[config.mk]
export PLATFORM = sky130hd
export DESIGN_NAME = dsq_seq_decode
export DESIGN_NICKNAME = d
export VERILOG_FILES = /design/src/dsq_pkg.sv /design/src/dsq_if.sv /design/src/dsq_field_dec.sv /design/src/dsq_seq_decode.sv
export SDC_FILE = /design/constraint.sdc
export NUM_CORES = 1
export LEC_CHECK = 0
export BUFFER_PORTS_ARGS = -buffer_cell sky130_fd_sc_hd__clkbuf_2
export CAP_MARGIN = 40
export CORE_MARGIN = 3
export CORE_UTILIZATION = 58
export DETAILED_ROUTE_END_ITERATION = 12
export PLACE_DENSITY = 0.87
export SYNTH_ARGS = -nofsm -noshare
export SYNTH_HDL_FRONTEND = slang
export SYNTH_SLANG_ARGS = --single-unit
export TNS_END_PERCENT = 50
[constraint.sdc]
create_clock -name clk_sys -period 4.35 [get_ports clk_sys]
set_input_delay 0.2175 -clock clk_sys [delete_from_list [all_inputs] [get_ports clk_sys]]
set_output_delay 0.2175 -clock clk_sys [all_outputs]
set_load 0.02 [all_outputs]
[src/dsq_pkg.sv]
package dsq_pkg;
   localparam logic [3:0] DSQ_OFS_VALUE = 4'h6;
   localparam logic [3:0] DSQ_OFS_COUNT = 4'h7;
   localparam logic [3:0] DSQ_OFS_CTRL = 4'h5;
   localparam logic [3:0] DSQ_OFS_ERRC = 4'h4;
   localparam logic [3:0] DSQ_OFS_GO = 4'h8;
   localparam logic [3:0] DSQ_OFS_STATUS = 4'h9;
   localparam int DSQ_BIT_BUF = 7;
   localparam int DSQ_BIT_VERIFY_ONLY_SEL = 6;
   localparam int DSQ_BIT_LAST = 5;
   localparam int DSQ_BIT_ID = 4;
   localparam int DSQ_BIT_CHK = 3;
   localparam int DSQ_BIT_WDM = 7;
   localparam int DSQ_BIT_WHM = 6;
   localparam int DSQ_BIT_WIX = 5;
   localparam int DSQ_BIT_WSM = 4;
   localparam int DSQ_BIT_STOP = 0;
   localparam int DSQ_BIT_VSEL = 7;
   localparam int DSQ_BIT_CSEL = 6;
   localparam int DSQ_BIT_FAIL = 3;
   localparam int DSQ_BIT_RTY = 2;
   localparam int DSQ_BIT_DAC = 1;
   localparam logic [4:0] DSQ_SYNC_BITS = 5'h10;
   localparam logic [2:0] DSQ_BYTE_BITS = 3'h7;
   localparam logic [7:0] DSQ_RESET_BYTE = 8'h00;
   typedef enum logic [5:0] {
      DSQ_IDLE = 6'h01,
      DSQ_XFER = 6'h02,
      DSQ_WMARK = 6'h04,
      DSQ_WSYNC = 6'h08,
      DSQ_WPULSE = 6'h10,
      DSQ_DONE = 6'h20
   } dsq_state_t;
endpackage : dsq_pkg

[src/dsq_if.sv]
`timescale 1ns/100ps
interface dsq_if;
   logic [7:0] value_byte;
   logic [7:0] count_byte;
   logic value_select;
   logic count_select;
   logic buffer_transfer_sel;
   logic verify_only_sel;
   logic last_sel;
   logic id_sel;
   logic checksum_field_sel;
   logic literal_sel;
   logic wait_data_mark;
   logic wait_header_mark;
   logic wait_index_pulse;
   logic wait_sector_pulse;
   logic stop_sel;
   logic [7:0] field_length_minus_one;
   logic [6:0] mark_timeout;
   modport dec (input value_byte, count_byte, value_select, count_select,
      output buffer_transfer_sel, verify_only_sel, last_sel, id_sel, checksum_field_sel, literal_sel,
      wait_data_mark, wait_header_mark, wait_index_pulse, wait_sector_pulse, stop_sel,
      field_length_minus_one, mark_timeout);
   modport use_side (output value_byte, count_byte, value_select, count_select,
      input buffer_transfer_sel, verify_only_sel, last_sel, id_sel, checksum_field_sel, literal_sel,
      wait_data_mark, wait_header_mark, wait_index_pulse, wait_sector_pulse, stop_sel,
      field_length_minus_one, mark_timeout);
endinterface : dsq_if

[src/dsq_field_dec.sv]
`timescale 1ns/100ps
module dsq_field_dec (
   dsq_if.dec d
);
   import dsq_pkg::*;
   always_comb begin
      d.literal_sel = !d.value_select;
      d.buffer_transfer_sel = d.value_select & d.value_byte[DSQ_BIT_BUF];
      d.verify_only_sel = d.value_select & d.value_byte[DSQ_BIT_VERIFY_ONLY_SEL];
      d.last_sel = d.value_select & d.value_byte[DSQ_BIT_LAST];
      d.id_sel = d.value_select & d.value_byte[DSQ_BIT_ID];
      d.checksum_field_sel = d.value_select & d.value_byte[DSQ_BIT_CHK];
      d.wait_data_mark = d.count_select & d.count_byte[DSQ_BIT_WDM];
      // low bits of a data mark wait are its timeout, not further conditions
      d.wait_header_mark = d.count_select & !d.count_byte[DSQ_BIT_WDM] & d.count_byte[DSQ_BIT_WHM];
      d.wait_index_pulse = d.count_select & !d.count_byte[DSQ_BIT_WDM] & d.count_byte[DSQ_BIT_WIX];
      d.wait_sector_pulse = d.count_select & !d.count_byte[DSQ_BIT_WDM] & d.count_byte[DSQ_BIT_WSM];
      d.stop_sel = d.count_select & !d.count_byte[DSQ_BIT_WDM] & d.count_byte[DSQ_BIT_STOP];
      d.field_length_minus_one = d.count_byte;
      d.mark_timeout = d.count_byte[6:0];
   end
endmodule : dsq_field_dec

[src/dsq_seq_decode.sv]
`timescale 1ns/100ps
module dsq_seq_decode (
   input wire logic clk_sys,
   input wire logic resetn,
   input wire logic [3:0] reg_addr,
   input wire logic [7:0] reg_wdata,
   input wire logic reg_wr,
   input wire logic reg_rd,
   output logic [7:0] reg_rdata,
   input wire logic serial_read_data,
   input wire logic mark_detect_in,
   input wire logic index_in,
   input wire logic sector_in,
   input wire logic bit_tick,
   input wire logic checksum_bad,
   input wire logic compare_bad,
   input wire logic parity_bad,
   input wire logic [7:0] buffer_rdata,
   input wire logic [7:0] id_write_byte,
   input wire logic checksum_out_bit,
   output logic serial_write_data,
   output logic write_mode,
   output logic buffer_xfer,
   output logic id_xfer,
   output logic checksum_phase,
   output logic data_checksum_sel,
   output logic checksum_run,
   output logic last_segment,
   output logic sector_counter_dec,
   output logic id_counter_inc,
   output logic retry_req,
   output logic busy,
   output logic instr_done
);
   import dsq_pkg::*;

   dsq_if dif ();
   dsq_field_dec u_dec (.d(dif.dec));

   logic [7:0] value_ff;
   logic [7:0] count_ff;
   logic [7:0] ctrl_ff;
   logic [3:0] errc_ff;
   logic write_ff;
   dsq_state_t state_ff;
   logic [7:0] bytecnt_ff;
   logic [2:0] bitcnt_ff;
   logic [4:0] synccnt_ff;
   logic [7:0] shreg_ff;
   logic [7:0] txreg_ff;
   logic sync_err_ff;
   logic chk_err_ff;
   logic xfer_prev_ff;
   logic checksum_run_ff;
   logic [1:0] mk_s_ff;
   logic [1:0] ix_s_ff;
   logic [1:0] sc_s_ff;
   logic [1:0] rd_s_ff;
   logic ix_prev_ff;
   logic sc_prev_ff;
   logic retry_ff;
   logic done_ff;
   logic go;
   logic mark_s;
   logic index_rise;
   logic sector_rise;
   logic byte_end;
   logic [7:0] shifted;
   logic fail_en;
   logic retry_en;
   logic xfer_sel;
   logic any_err;

   assign dif.value_byte = value_ff;
   assign dif.count_byte = count_ff;
   assign dif.value_select = ctrl_ff[DSQ_BIT_VSEL];
   assign dif.count_select = ctrl_ff[DSQ_BIT_CSEL];

   // pin inputs pass two flops before use
   always_ff @(posedge clk_sys or negedge resetn) begin
      if (!resetn) begin
         mk_s_ff <= 2'h0;
         ix_s_ff <= 2'h0;
         sc_s_ff <= 2'h0;
         rd_s_ff <= 2'h0;
         ix_prev_ff <= 1'b0;
         sc_prev_ff <= 1'b0;
      end else begin
         mk_s_ff <= {mk_s_ff[0], mark_detect_in};
         ix_s_ff <= {ix_s_ff[0], index_in};
         sc_s_ff <= {sc_s_ff[0], sector_in};
         rd_s_ff <= {rd_s_ff[0], serial_read_data};
         ix_prev_ff <= ix_s_ff[1];
         sc_prev_ff <= sc_s_ff[1];
      end
   end
   assign mark_s = mk_s_ff[1];
   assign index_rise = ix_s_ff[1] & !ix_prev_ff;
   assign sector_rise = sc_s_ff[1] & !sc_prev_ff;

   assign go = reg_wr && reg_addr == DSQ_OFS_GO;
   assign fail_en = errc_ff[DSQ_BIT_FAIL];
   assign retry_en = errc_ff[DSQ_BIT_RTY];
   assign xfer_sel = dif.buffer_transfer_sel | dif.verify_only_sel;
   assign any_err = checksum_bad | compare_bad | parity_bad;
   assign byte_end = bit_tick && bitcnt_ff == 3'h0;
   assign shifted = {shreg_ff[6:0], rd_s_ff[1]};

   // instruction image written by software
   always_ff @(posedge clk_sys or negedge resetn) begin
      if (!resetn) begin
         value_ff <= DSQ_RESET_BYTE;
         count_ff <= DSQ_RESET_BYTE;
         ctrl_ff <= DSQ_RESET_BYTE;
         errc_ff <= 4'h0;
         write_ff <= 1'b0;
      end else if (reg_wr) begin
         unique case (reg_addr)
            DSQ_OFS_VALUE: value_ff <= reg_wdata;
            DSQ_OFS_COUNT: count_ff <= reg_wdata;
            DSQ_OFS_CTRL: ctrl_ff <= reg_wdata;
            DSQ_OFS_ERRC: errc_ff <= reg_wdata[3:0];
            DSQ_OFS_GO: write_ff <= reg_wdata[0];
            default: ;
         endcase
      end
   end

   always_ff @(posedge clk_sys or negedge resetn) begin
      if (!resetn) begin
         reg_rdata <= 8'h00;
      end else if (reg_rd) begin
         unique case (reg_addr)
            DSQ_OFS_VALUE: reg_rdata <= value_ff;
            DSQ_OFS_COUNT: reg_rdata <= count_ff;
            DSQ_OFS_CTRL: reg_rdata <= ctrl_ff;
            DSQ_OFS_ERRC: reg_rdata <= {4'h0, errc_ff};
            DSQ_OFS_STATUS: reg_rdata <= {2'h0, state_ff};
            DSQ_OFS_GO: reg_rdata <= {4'h0, retry_ff, chk_err_ff, sync_err_ff, busy};
            default: reg_rdata <= 8'h00;
         endcase
      end else begin
         reg_rdata <= 8'h00;
      end
   end

   // sequencer for one instruction
   always_ff @(posedge clk_sys or negedge resetn) begin
      if (!resetn) begin
         state_ff <= DSQ_IDLE;
         bytecnt_ff <= 8'h00;
         bitcnt_ff <= 3'h0;
         synccnt_ff <= 5'h00;
      end else begin
         unique case (state_ff)
            DSQ_IDLE: if (go) begin
               bitcnt_ff <= DSQ_BYTE_BITS;
               synccnt_ff <= DSQ_SYNC_BITS;
               bytecnt_ff <= {1'b0, dif.mark_timeout};
               if (dif.stop_sel) state_ff <= DSQ_IDLE;
               else if (!dif.count_select) begin
                  bytecnt_ff <= dif.field_length_minus_one;
                  state_ff <= DSQ_XFER;
               end else if (dif.wait_data_mark || dif.wait_header_mark) state_ff <= DSQ_WMARK;
               else if (dif.wait_index_pulse || dif.wait_sector_pulse) state_ff <= DSQ_WPULSE;
               else state_ff <= DSQ_DONE;
            end
            DSQ_XFER: if (bit_tick) begin
               bitcnt_ff <= bitcnt_ff - 3'h1;
               if (byte_end) begin
                  bitcnt_ff <= DSQ_BYTE_BITS;
                  bytecnt_ff <= bytecnt_ff - 8'h01;
                  // error halt ends the instruction early
                  if (bytecnt_ff == 8'h00 || (fail_en && any_err)) state_ff <= DSQ_DONE;
               end
            end
            DSQ_WMARK: begin
               if (mark_s) state_ff <= DSQ_WSYNC;
               else if (byte_end && dif.wait_data_mark) begin
                  if (bytecnt_ff == 8'h00) state_ff <= DSQ_DONE;
                  bytecnt_ff <= bytecnt_ff - 8'h01;
               end
               if (bit_tick) bitcnt_ff <= bitcnt_ff - 3'h1;
            end
            DSQ_WSYNC: if (bit_tick && mark_s) begin
               synccnt_ff <= synccnt_ff - 5'h01;
               if (shifted == value_ff) state_ff <= DSQ_DONE;
               else if (synccnt_ff == 5'h01) state_ff <= DSQ_DONE;
            end
            DSQ_WPULSE: begin
               // no timeout: go is ignored outside idle, so only reset kills the wait
               if ((dif.wait_index_pulse && index_rise) ||
                   (dif.wait_sector_pulse && sector_rise)) state_ff <= DSQ_DONE;
            end
            DSQ_DONE: state_ff <= DSQ_IDLE;
            default: state_ff <= DSQ_IDLE;
         endcase
      end
   end

   always_ff @(posedge clk_sys or negedge resetn) begin
      if (!resetn) begin
         shreg_ff <= 8'h00;
      end else if (bit_tick) begin
         shreg_ff <= shifted;
      end
   end

   // sync error and retry; errors clear on new go, set wins within a cycle
   always_ff @(posedge clk_sys or negedge resetn) begin
      if (!resetn) begin
         sync_err_ff <= 1'b0;
         retry_ff <= 1'b0;
         chk_err_ff <= 1'b0;
      end else begin
         if (go) begin
            sync_err_ff <= 1'b0;
            retry_ff <= 1'b0;
            chk_err_ff <= 1'b0;
         end
         if (state_ff == DSQ_WMARK && !mark_s && byte_end && dif.wait_data_mark && bytecnt_ff == 8'h00) begin
            sync_err_ff <= 1'b1;
            retry_ff <= retry_en && !fail_en;
         end
         if (state_ff == DSQ_WSYNC && bit_tick && mark_s && shifted != value_ff && synccnt_ff == 5'h01) begin
            sync_err_ff <= 1'b1;
            // header mark failure only retries
            retry_ff <= dif.wait_header_mark ? retry_en : (retry_en && !fail_en);
         end
         if (state_ff == DSQ_XFER && any_err) chk_err_ff <= 1'b1;
      end
   end

   // checksum runs from sync match until a checksum instruction ends or a stop is issued
   always_ff @(posedge clk_sys or negedge resetn) begin
      if (!resetn) begin
         checksum_run_ff <= 1'b0;
      end else if (state_ff == DSQ_WSYNC && bit_tick && mark_s && shifted == value_ff) begin
         checksum_run_ff <= 1'b1;
      end else if (state_ff == DSQ_DONE && dif.checksum_field_sel) begin
         checksum_run_ff <= 1'b0;
      end else if (state_ff == DSQ_IDLE && go && dif.stop_sel) begin
         checksum_run_ff <= 1'b0;
      end
   end

   // leading edge of buffer or verify select pulses counters
   always_ff @(posedge clk_sys or negedge resetn) begin
      if (!resetn) begin
         xfer_prev_ff <= 1'b0;
         done_ff <= 1'b0;
      end else begin
         xfer_prev_ff <= (state_ff == DSQ_XFER) && xfer_sel;
         done_ff <= state_ff == DSQ_DONE;
      end
   end

   // serial write byte: literal, ID register, or buffer
   always_ff @(posedge clk_sys or negedge resetn) begin
      if (!resetn) begin
         txreg_ff <= 8'h00;
         serial_write_data <= 1'b0;
      end else begin
         if (state_ff != DSQ_XFER || !write_ff) begin
            serial_write_data <= 1'b0;
         end else if (dif.checksum_field_sel) begin
            serial_write_data <= checksum_out_bit;
         end else if (bit_tick) begin
            serial_write_data <= txreg_ff[bitcnt_ff];
         end
         if (state_ff != DSQ_XFER || byte_end) begin
            if (dif.literal_sel) txreg_ff <= value_ff;
            else if (dif.id_sel) txreg_ff <= id_write_byte;
            else if (dif.buffer_transfer_sel) txreg_ff <= buffer_rdata;
            else txreg_ff <= 8'h00;
         end
      end
   end

   assign busy = state_ff != DSQ_IDLE;
   assign write_mode = write_ff & busy;
   assign buffer_xfer = state_ff == DSQ_XFER && dif.buffer_transfer_sel;
   assign id_xfer = state_ff == DSQ_XFER && dif.id_sel;
   assign checksum_phase = state_ff == DSQ_XFER && dif.checksum_field_sel;
   assign data_checksum_sel = errc_ff[DSQ_BIT_DAC];
   assign checksum_run = checksum_run_ff;
   assign last_segment = busy && dif.last_sel && xfer_sel;
   assign sector_counter_dec = (state_ff == DSQ_XFER) && xfer_sel && !xfer_prev_ff;
   assign id_counter_inc = sector_counter_dec;
   assign retry_req = retry_ff;
   assign instr_done = done_ff;

   property p_stop;
      @(posedge clk_sys) disable iff (!resetn)
         (state_ff == DSQ_IDLE && go && dif.stop_sel) |=> !busy && !checksum_run_ff;
   endproperty
   a_stop: assert property (p_stop) else $error("stop did not idle");
   property p_len;
      @(posedge clk_sys) disable iff (!resetn)
         (state_ff == DSQ_IDLE && go && !dif.count_select && !dif.stop_sel) |=> bytecnt_ff == $past(count_ff);
   endproperty
   a_len: assert property (p_len) else $error("length not loaded");
   property p_pulse;
      @(posedge clk_sys) disable iff (!resetn) sector_counter_dec |=> !sector_counter_dec;
   endproperty
   a_pulse: assert property (p_pulse) else $error("counter pulse too long");
   property p_wait;
      @(posedge clk_sys) disable iff (!resetn)
         (state_ff == DSQ_WPULSE && !index_rise && !sector_rise) |=> state_ff == DSQ_WPULSE;
   endproperty
   a_wait: assert property (p_wait) else $error("pulse wait left early");
   property p_sync;
      @(posedge clk_sys) disable iff (!resetn) $rose(sync_err_ff) |-> $past(state_ff) != DSQ_XFER;
   endproperty
   a_sync: assert property (p_sync) else $error("sync error outside wait");
   property p_chk;
      @(posedge clk_sys) disable iff (!resetn) $rose(checksum_run_ff) |-> $past(state_ff) == DSQ_WSYNC;
   endproperty
   a_chk: assert property (p_chk) else $error("checksum start off sync");
   property p_done;
      @(posedge clk_sys) disable iff (!resetn) state_ff == DSQ_DONE |=> state_ff == DSQ_IDLE ##0 instr_done;
   endproperty
   a_done: assert property (p_done) else $error("done not reported");
   property p_last;
      @(posedge clk_sys) disable iff (!resetn) last_segment |-> ctrl_ff[DSQ_BIT_VSEL] && value_ff[DSQ_BIT_LAST] &&
         (value_ff[DSQ_BIT_BUF] || value_ff[DSQ_BIT_VERIFY_ONLY_SEL]);
   endproperty
   a_last: assert property (p_last) else $error("last without transfer");
   c_xfer: cover property (@(posedge clk_sys) state_ff == DSQ_XFER ##1 state_ff == DSQ_DONE);
   c_sync: cover property (@(posedge clk_sys) $rose(checksum_run_ff));
   c_serr: cover property (@(posedge clk_sys) $rose(sync_err_ff));
endmodule : dsq_seq_decode

==> results of run 1 <==
area by class of cell:
type	count	area [sq um]	share of cell area, %
clock buffer	9	124	2.34
sequential	91	2280	43.1
multi-input combinational	317	2240	42.3
timing repair buffer	68	373	7.05
tap	102	128	2.41
clock inverter	7	97.6	1.85
inverter	14	52.6	0.994
kinds of logic (layout without fill, tap and decap cells):
kind of cell               count (synthesis)  after routing  share of synthesized area [%]
and+or+nand+nor                          151            151                           17.2
AOI/OAI and AO/OA                         96             96                           14.0
DFF                                       91             91                           48.8
muxes                                     55             55                           13.5
buffers and inverters                     35             98                           3.24
xor gates and xnor gates                   9              9                           1.69
adders and majority gates                  6              6                           1.61
layer usage:
| layer | vias to the layer above | track usage, % | share of wire, % |
|---|---|---|---|
| li1 | 1753 | - | - |
| met1 | 1900 | 37.2 | 42 |
| met2 | 155 | 45.8 | 50 |
| met3 | 25 | 4.85 | 6.8 |
| met4 | 0 | 9.00 | 1.8 |
| met5 | - | 0 | 0 |
Yosys cell counts (7+ instances only):
cell type   n  area (sq um)
a21oi_1    21           105
buf_2       7          35.0
dfrtp_1    90          2250
nand2_1    36           135
o21ai_0    20           100
inv_1      13          48.8
clkbuf_1   10          37.5
nor2b_1     7          43.8
xor2_1      8          70.1
nor3_1     10          50.1
mux2_2     42           473
a22oi_1     9          67.6
mux2i_1    11           110
nor2_1     43           161
how the worst max path moves through the flow:
stage / to / slack [ps]
after CTS: sector_counter_dec / 1570
after floorplan: sector_counter_dec / 2010
after global placement: bitcnt_ff[0] / 1890
final: sector_counter_dec / 1490
after detailed placement: bitcnt_ff[0] / 1820
after global routing: sector_counter_dec / 1340
power groups by stage:
stage / logic, mW / registers, mW / clock network, mW
finish: 0.836 / 1.29 / 0.638
global route: 0.920 / 1.32 / 0.679
CTS: 0.830 / 1.28 / 0.640
detailed placement: 0.820 / 1.30 / 0
global placement: 0.779 / 1.29 / 0
floorplan: 0.654 / 1.18 / 0
placed cells by master, fill, tap and decap left out, types with 4 or more instances in the layout:
master and count:
dlygate4sd3_1 5, dfrtp_1 90, ha_1 6, inv_1 13
nor4b_1 4, nor4_1 6, clkbuf_8 9, xor2_1 8
nor2_1 43, nand2_1 36, nor3b_1 6, o21ai_0 20
a22o_1 4, nor2b_1 7, or3_1 6, mux2_2 42
nand3_1 4, nor3_1 10, a22oi_1 9, a21oi_1 21
mux2i_1 11, clkbuf_2 60, a31oi_1 4, o31ai_1 5
nand3b_1 5
what timing repair did:
| item | in CTS | in global routing |
|---|---|---|
| hold buffers | 5 | 0 |
| buffers inserted | 0 | 0 |
| hold endpoints to repair | 35 | 0 |
| resized for setup | 0 | 0 |
worst register-to-register path: cells and delay by family, from the launching register on:
family	cells	cell delay [ps]
flip-flops	1	470
AND/OR/NAND/NOR	3	1590
multiplexers	1	120
AO/OA/AOI/OAI	1	340
stage by stage:
| step | cell area, sq um | hold WS (ps) | cells | total power [mW] | setup slack, ps |
|---|---|---|---|---|---|
| finish | 5290 | 115 | 608 | 2.77 | 1490 |
| global route | 5290 | 110 | 608 | 2.92 | 1340 |
| CTS | 5290 | 112 | 608 | 2.75 | 1570 |
| detailed placement | 5020 | 188 | 587 | 2.12 | 1820 |
| global placement | 5020 | 181 | 587 | 2.07 | 1890 |
| floorplan | 4670 | -78.1 | 443 | 1.84 | 2010 |
sequential cells by signal, summed over array words and instances (netlist names), 4 cells and up:
| name | flops |
|---|---|
| ctrl_ff | 8 |
| shreg_ff | 7 |
| synccnt_ff | 5 |
| bytecnt_ff | 8 |
| count_ff | 8 |
| txreg_ff | 8 |
| state_ff | 6 |
| dif.value_byte | 8 |
| errc_ff | 4 |
| reg_rdata | 8 |
==> results.toml, run 1 <==
[detailed_routing]
ant_nets = 0
totalWireLength_um = 11700
post-route-drc-count = 0
dr.pass1.iters = 5
initialDrtViolationCount = 403
viasPerCell = 6.30
vias = 3833
post_drt_wl_per_cell_um = 19.2

[setup_path]
crit_path_max_fanout = 8
crit_slowest_cell = "nor4_1"
r2r_cells = 5
r2r-start = "state_ff[5]"
endpoint_kind = "primary output"
cp.arrival_ps = 2640
r2r_end = "bitcnt_ff[0]"
crit_buf_inv = 1
crit_path_cell_trace = "nor4_1 > and2_0 > nand2_1 > nor3_1 > clkbuf_2"
cp_num_cells = 5
start_kind = "register"
worstPathRequired_ps = 4130
worstSetupPathType = "register to primary output"
startpoint = "state_ff[5]"
cp_slowest_stage_delay_ps = 710
rrSetupSlack_ps = 1700
crit_family = "simple AND/OR/NAND/NOR gates"

[hold_path]
holdCritPathClass = "input port to register"
hold_depth = 2
hp-start = "reg_wdata[7]"
holdPathEnd = "dif.value_byte[7]"

[status]
status = "complete, no violations"

[finish]
fill_cells = 620
areaGrowthSynthToFinish_pct = 13.4
n_antenna_cell = 0
drive_above_1_share_pct = 26.1
final_util_pct = 68.1
num-nets-final = 548

[synthesis]
synth_cell_types = 62
syn_area_per_cell_sq_um = 10.5
mappedNetlistArea_sq_um = 4670
syn_nets = 490
yosysSeqAreaShare_pct = 48.8
synth_ff_type = "dfrtp_1"
ys_ff_latch = 91
synthCells = 443
synth_edf_count = 0
ys_warn_count = 0
synth-async-reset-ratio_pct = 100

[timing]
slew_headroom_pct = 42.6
period_needed_ps = 2860
post-route-period-util_pct = 65.7
finClkSkew_ps = 10.8
slew_violations = 0
hold_viol = 0
max_freq_mhz = 350
setup_viol = 0
rsz0062_at_grt = "false"
tightest_slew_ps = 849
setup_tns_ps = 0

[cts]
cts_tree = "built"
h-tree-depth = 3
max-clock-path-buffers = 2
numCtsBuffers = 9
cts_root_buffer = "clkbuf_8"
clk_pin_slew_ps = 90
clk_latency_ps = 360
cts.sinks = 91

[placed_design]
io_buffer_count = 61
dp_hpwl_um = 8550
place_congestion = 0.972

[flow_run]
maxCapViolCount = 0

[grt]
gr-total-overflow = 0
grt_pass1_wl_um = 19100
grt_max_degree = 60
grt_pass1_vias = 3745
grt_use_total_pct = 27.7
antenna_found_initial = 0

[floorplan]
die_w_um = 95.7
die_h_um = 95.7
ios = 62
rows = 32
initial_utilization_pct = 60.1
core_sq_um = 7770
dieArea_sq_um = 9160

[pwr]
p_switching_mw = 1.02
clock_power_share_pct = 23.1
sw_frac_of_total_pct = 36.8
ir_drop_v = 0.000344
pwr-share-seq_pct = 46.7
p_int_mw = 1.75
combPwrFrac_pct = 30.2
leakage_nw = 2.38
power.density_nw_per_um2 = 523
Note: power is estimated with default switching activity, not from simulation.
==> run 2, diff against run 1 <==
Settings changed: ABC_AREA set to 1, CORE_UTILIZATION 58 to 53, PLACE_DENSITY 0.87 to 0.84.
Clock period 4.35 ns to 2.4 ns, I/O delays scaled along.
==> run 2 against run 1 <==
- flip-flop and latch count stayed put
- register-to-register slack worse by 1500 ps
- sequential power is 73% higher
- power is 100% higher
- utilization is 4.7 points lower
==> results.toml, run 2 <==
[cts]
numCtsBuffers = 9
cts.sinks = 91
cts_tree = "built"
max-clock-path-buffers = 2
h-tree-depth = 3
cts_setup_buffers = 0
clk_latency_ps = 380
cts_root_buffer = "clkbuf_8"
clk_pin_slew_ps = 110

[finish]
fill_cells = 771
drive_above_1_share_pct = 17.5
layout.cells.most_common_list = "nand2_1, dfrtp_1, inv_1, o21ai_0, clkbuf_2"
areaGrowthSynthToFinish_pct = 14.5
num-nets-final = 745
n_antenna_cell = 0
layout_commonest_cell = "nand2_1"
final_util_pct = 63.3

[timing]
post-route-period-util_pct = 90.8
finClkSkew_ps = 16.3
tightest_slew_ps = 603
max_freq_mhz = 459
period_needed_ps = 2180
setup_tns_ps = 0
rsz0062_at_grt = "false"
slew_violations = 0
hold_slack_ps = 15.1
setup_viol = 0
hold_viol = 0
slew_headroom_pct = 59.8

[grt]
grt_pass1_vias = 4338
grt_max_degree = 53
grt_pass1_wl_um = 21000
antenna_found_initial = 0
gr-total-overflow = 0
grt_use_total_pct = 26.0

[detailed_routing]
viasPerCell = 5.59
dr.pass1.iters = 6
initialDrtViolationCount = 399
post-route-drc-count = 0
ant_nets = 0
totalWireLength_um = 12800
post_drt_wl_per_cell_um = 15.8
vias = 4535

[setup_path]
worstPathRequired_ps = 2720
start_kind = "register"
worstSetupPathType = "register to register"
endpoint_kind = "register"
crit_path_max_fanout = 16
cp.arrival_ps = 2500

[floorplan]
rows = 34
ios = 62
dieArea_sq_um = 10400
core_sq_um = 8850
initial_utilization_pct = 55.3
die_w_um = 102
die_h_um = 102

[placed_design]
place_congestion = 1.06
dp_hpwl_um = 9690
io_buffer_count = 61

[status]
status = "complete, no violations"

[synthesis]
mappedNetlistArea_sq_um = 4900
ys_warn_count = 0
synthTopCellsByCount = "nand2_1, dfrtp_1, inv_1"
synthCells = 625
synth_edf_count = 0
yosysSeqAreaShare_pct = 46.5
syn_nets = 672
synth_top_area_share_pct = 46.0
synth_top_area_cell = "dfrtp_1"
synth-async-reset-ratio_pct = 100
ys_top_cells_by_area = "dfrtp_1, nand2_1, o21ai_0"
synth_cell_types = 36
synth_ff_type = "dfrtp_1"
syn_area_per_cell_sq_um = 7.84
synth.most_common_cell = "nand2_1"
ys_ff_latch = 91

[pwr]
ir_drop_v = 0.000613
power.density_nw_per_um2 = 998
leakage_nw = 2.88

[hold_path]
holdCritPathClass = "input port to register"

[flow_run]
maxCapViolCount = 0
[run 2: final timing paths]
| path | from | endpoint | slack [ps] | cells past startpoint |
|---|---|---|---|---|
| max in group asynchronous | resetn | shreg_ff[0] | 1470 | 3 |
| setup / recovery | state_ff[4] | txreg_ff[2] | 220 | 8 |
| hold reg to reg | rd_s_ff[0] | rd_s_ff[1] | 360 | 0 |
| hold / removal | id_write_byte[0] | txreg_ff[0] | 20 | 3 |
| setup reg to reg | state_ff[4] | txreg_ff[2] | 220 | 8 |
| min in group asynchronous | resetn | bytecnt_ff[3] | 270 | 2 |
[run 2: critical path, cell delays in order (launching register included)]
cell,delay (ps)
dfrtp_1,490
nor2_8,210
nand2_2,120
nor2_4,210
nand2_4,170
inv_2,150
nor2_1,70
a31oi_1,140
dlygate4sd3_1,570
[run 2: power breakdown]
part	internal, mW	switching (mW)
logic	0.795	1.54
clock network	0.425	0.604
registers	1.87	0.358
[run 2: cell type report]
cell class / count / area [sq um] / area share, %
Sequential cell: 91 / 2280 / 40.6
Tap cell: 108 / 135 / 2.41
Timing Repair Buffer: 72 / 428 / 7.63
Inverter: 80 / 303 / 5.40
Clock inverter: 6 / 55.1 / 0.982
Clock buffer: 10 / 138 / 2.46
Multi-Input combinational cell: 444 / 2270 / 40.5
[run 2: metrics by stage]
stage	setup WS (ps)	cell area [sq um]	cells	total power [mW]
after floorplan	636	4900	625	3.92
after global placement	612	5310	785	4.44
after detailed placement	598	5310	785	4.53
after CTS	226	5610	811	5.59
after global routing	98.3	5610	811	6.03
final	220	5610	811	5.59
[run 2: metal layers]
metal / vias up / wire length (um) / track usage, %
li1: 2168 / - / -
met1: 2136 / 5440 / 36.0
met2: 192 / 6070 / 41.1
met3: 39 / 867 / 4.10
met4: 0 / 400 / 10.3
met5: - / 0 / 0
[run 2: cells by family after synthesis]
kind of cell	count (synthesis)	share of synthesized area, %
simple gates	319	30.7
compound gates	107	11.9
flops	91	46.5
buf+inv	90	7.15
xor+xnor	12	2.15
fa+ha+maj	6	1.53
[run 2: what timing repair did]
action / 4_1_cts / 5_1_grt
hold buffers: 10 / 0
endpoints found under the hold margin: 47 / 0
resized for setup: 0 / 0
==> run 3, diff against run 2 <==
Settings changed: CELL_PAD_IN_SITES_DETAIL_PLACEMENT set to 0, CELL_PAD_IN_SITES_GLOBAL_PLACEMENT set to 1, CORE_UTILIZATION 53 to 39, PLACE_DENSITY 0.84 to 0.83.
==> run 3 against run 2 <==
- register-to-register slack better by 360 ps
- worst hold slack gained 30 ps
- first-iteration DRC count down 43%
- highest routed layer unchanged
==> results.toml, run 3 (synthesis gave the netlist of run 2 again) <==
[floorplan]
core_sq_um = 12200
die_h_um = 118
initial_utilization_pct = 40.3
dieArea_sq_um = 13900
rows = 40
ios = 62
die_w_um = 118

[cts]
clk_pin_slew_ps = 70
numCtsBuffers = 9
cts.sinks = 91
cts_setup_buffers = 0
cts.repair.resized = 0
h-tree-depth = 3
clk_latency_ps = 350
cts_root_buffer = "clkbuf_16"
cts_hold_buf = 6
cts_tree = "built"
max-clock-path-buffers = 2

[grt]
antenna_found_initial = 0
grt_use_total_pct = 19.6
gr-total-overflow = 0
grt_pass1_vias = 4291
grt_pass1_wl_um = 21600
grt_max_degree = 49

[finish]
drive_above_1_share_pct = 17.6
n_antenna_cell = 0
fill_cells = 1169
layout_commonest_cell = "nand2_1"
layout.cells.most_common_list = "nand2_1, dfrtp_1, inv_1, o21ai_0, clkbuf_2"
final_util_pct = 47.4
num-nets-final = 741
areaGrowthSynthToFinish_pct = 17.8

[detailed_routing]
vias = 4341
ant_nets = 0
post-route-drc-count = 0
totalWireLength_um = 13100
initialDrtViolationCount = 229
viasPerCell = 5.01
post_drt_wl_per_cell_um = 15.1
dr.pass1.iters = 5

[pwr]
p_int_mw = 3.52
pwr-share-seq_pct = 37.0
leakage_nw = 2.93
combPwrFrac_pct = 38.3
clock_power_share_pct = 24.7
ir_drop_v = 0.000491
power.density_nw_per_um2 = 1050
sw_frac_of_total_pct = 41.7
p_switching_mw = 2.52
total_power_mw = 6.04

[setup_path]
worstPathRequired_ps = 2280
crit_buf_inv = 1
crit_slowest_cell = "dfrtp_1"
cp.arrival_ps = 1890
worstSetupPathType = "register to primary output"
cp_slowest_stage_delay_ps = 730
start_kind = "register"
crit_family = "flip-flops"
endpoint_kind = "primary output"
crit_path_cell_trace = "o21ai_0 > nor3_1 > clkbuf_2"
crit_path_max_fanout = 20

[timing]
max_freq_mhz = 498
setup_tns_ps = 0
slew_violations = 0
slew_headroom_pct = 59.8
tightest_slew_ps = 603
setup_viol = 0
period_needed_ps = 2010
rsz0062_at_grt = "false"
post-route-period-util_pct = 83.7
hold_viol = 0
finClkSkew_ps = 8.77

[placed_design]
io_buffer_count = 61
dp_hpwl_um = 10200
place_congestion = 0.920

[hold_path]
holdCritPathClass = "input port to register"

[status]
status = "complete, no violations"

[flow_run]
maxCapViolCount = 0
-- run 3: cell types whose count changed in the layout (fill, tap and decap cells not counted), sizes merged --
cell / change
clkinvlp: -2
dlygate4sd3: -4
clkinv: +1
bufinv: +1
-- run 3: worst paths after layout --
path                                       start            endpoint  slack (ps)  cells after the start
worst max-delay path                  ctrl_ff[7]  sector_counter_dec         390                      3
min in group asynchronous                 resetn         shreg_ff[2]         300                      2
worst min register to register        sc_s_ff[0]          sc_s_ff[1]         350                      0
worst min-delay path            id_write_byte[2]         txreg_ff[2]          50                      3
worst max register to register      bitcnt_ff[0]       bytecnt_ff[4]         580                     10
max in group asynchronous                 resetn         state_ff[0]        1400                      3
-- run 3: power groups by stage --
stage | clock [mW] | sequential (mW) | combinational [mW]
after floorplan | 0 | 2.13 | 1.79
after global placement | 0 | 2.24 | 2.24
after detailed placement | 0 | 2.25 | 2.30
after CTS | 1.53 | 2.23 | 2.32
after global routing | 1.59 | 2.28 | 2.63
final | 1.49 | 2.23 | 2.31
-- run 3: per-stage QoR --
step / setup slack, ps / instance area [sq um] / hold slack (ps) / cells
after floorplan: 636 / 4900 / -176 / 625
after global placement: 675 / 5390 / 145 / 845
after detailed placement: 604 / 5390 / 150 / 845
after CTS: 345 / 5770 / 32.8 / 867
after global routing: 204 / 5770 / 48.6 / 867
final: 391 / 5770 / 45.1 / 867
-- run 3: tightest hold or removal path, stage by stage --
cell      delay, ps
clkbuf_2         90
nand3_1          70
a31oi_1          70
-- run 3: cell type report --
type	count	area (sq um)	share of cell area [%]
multi-input combinational	444	2270	39.3
inverter	80	303	5.25
clock buffer	10	239	4.14
tap	168	210	3.64
sequential	91	2280	39.5
clock inverter	6	81.3	1.41
timing repair buffer	68	388	6.72
-- run 3: per-layer routing --
metal,vias to the layer above,wire (um),global-route usage (%)
met4,0,158,5.27
li1,2164,-,-
met1,2063,5770,25.2
met5,-,0,0
met3,12,649,4.23
met2,102,6540,33.3
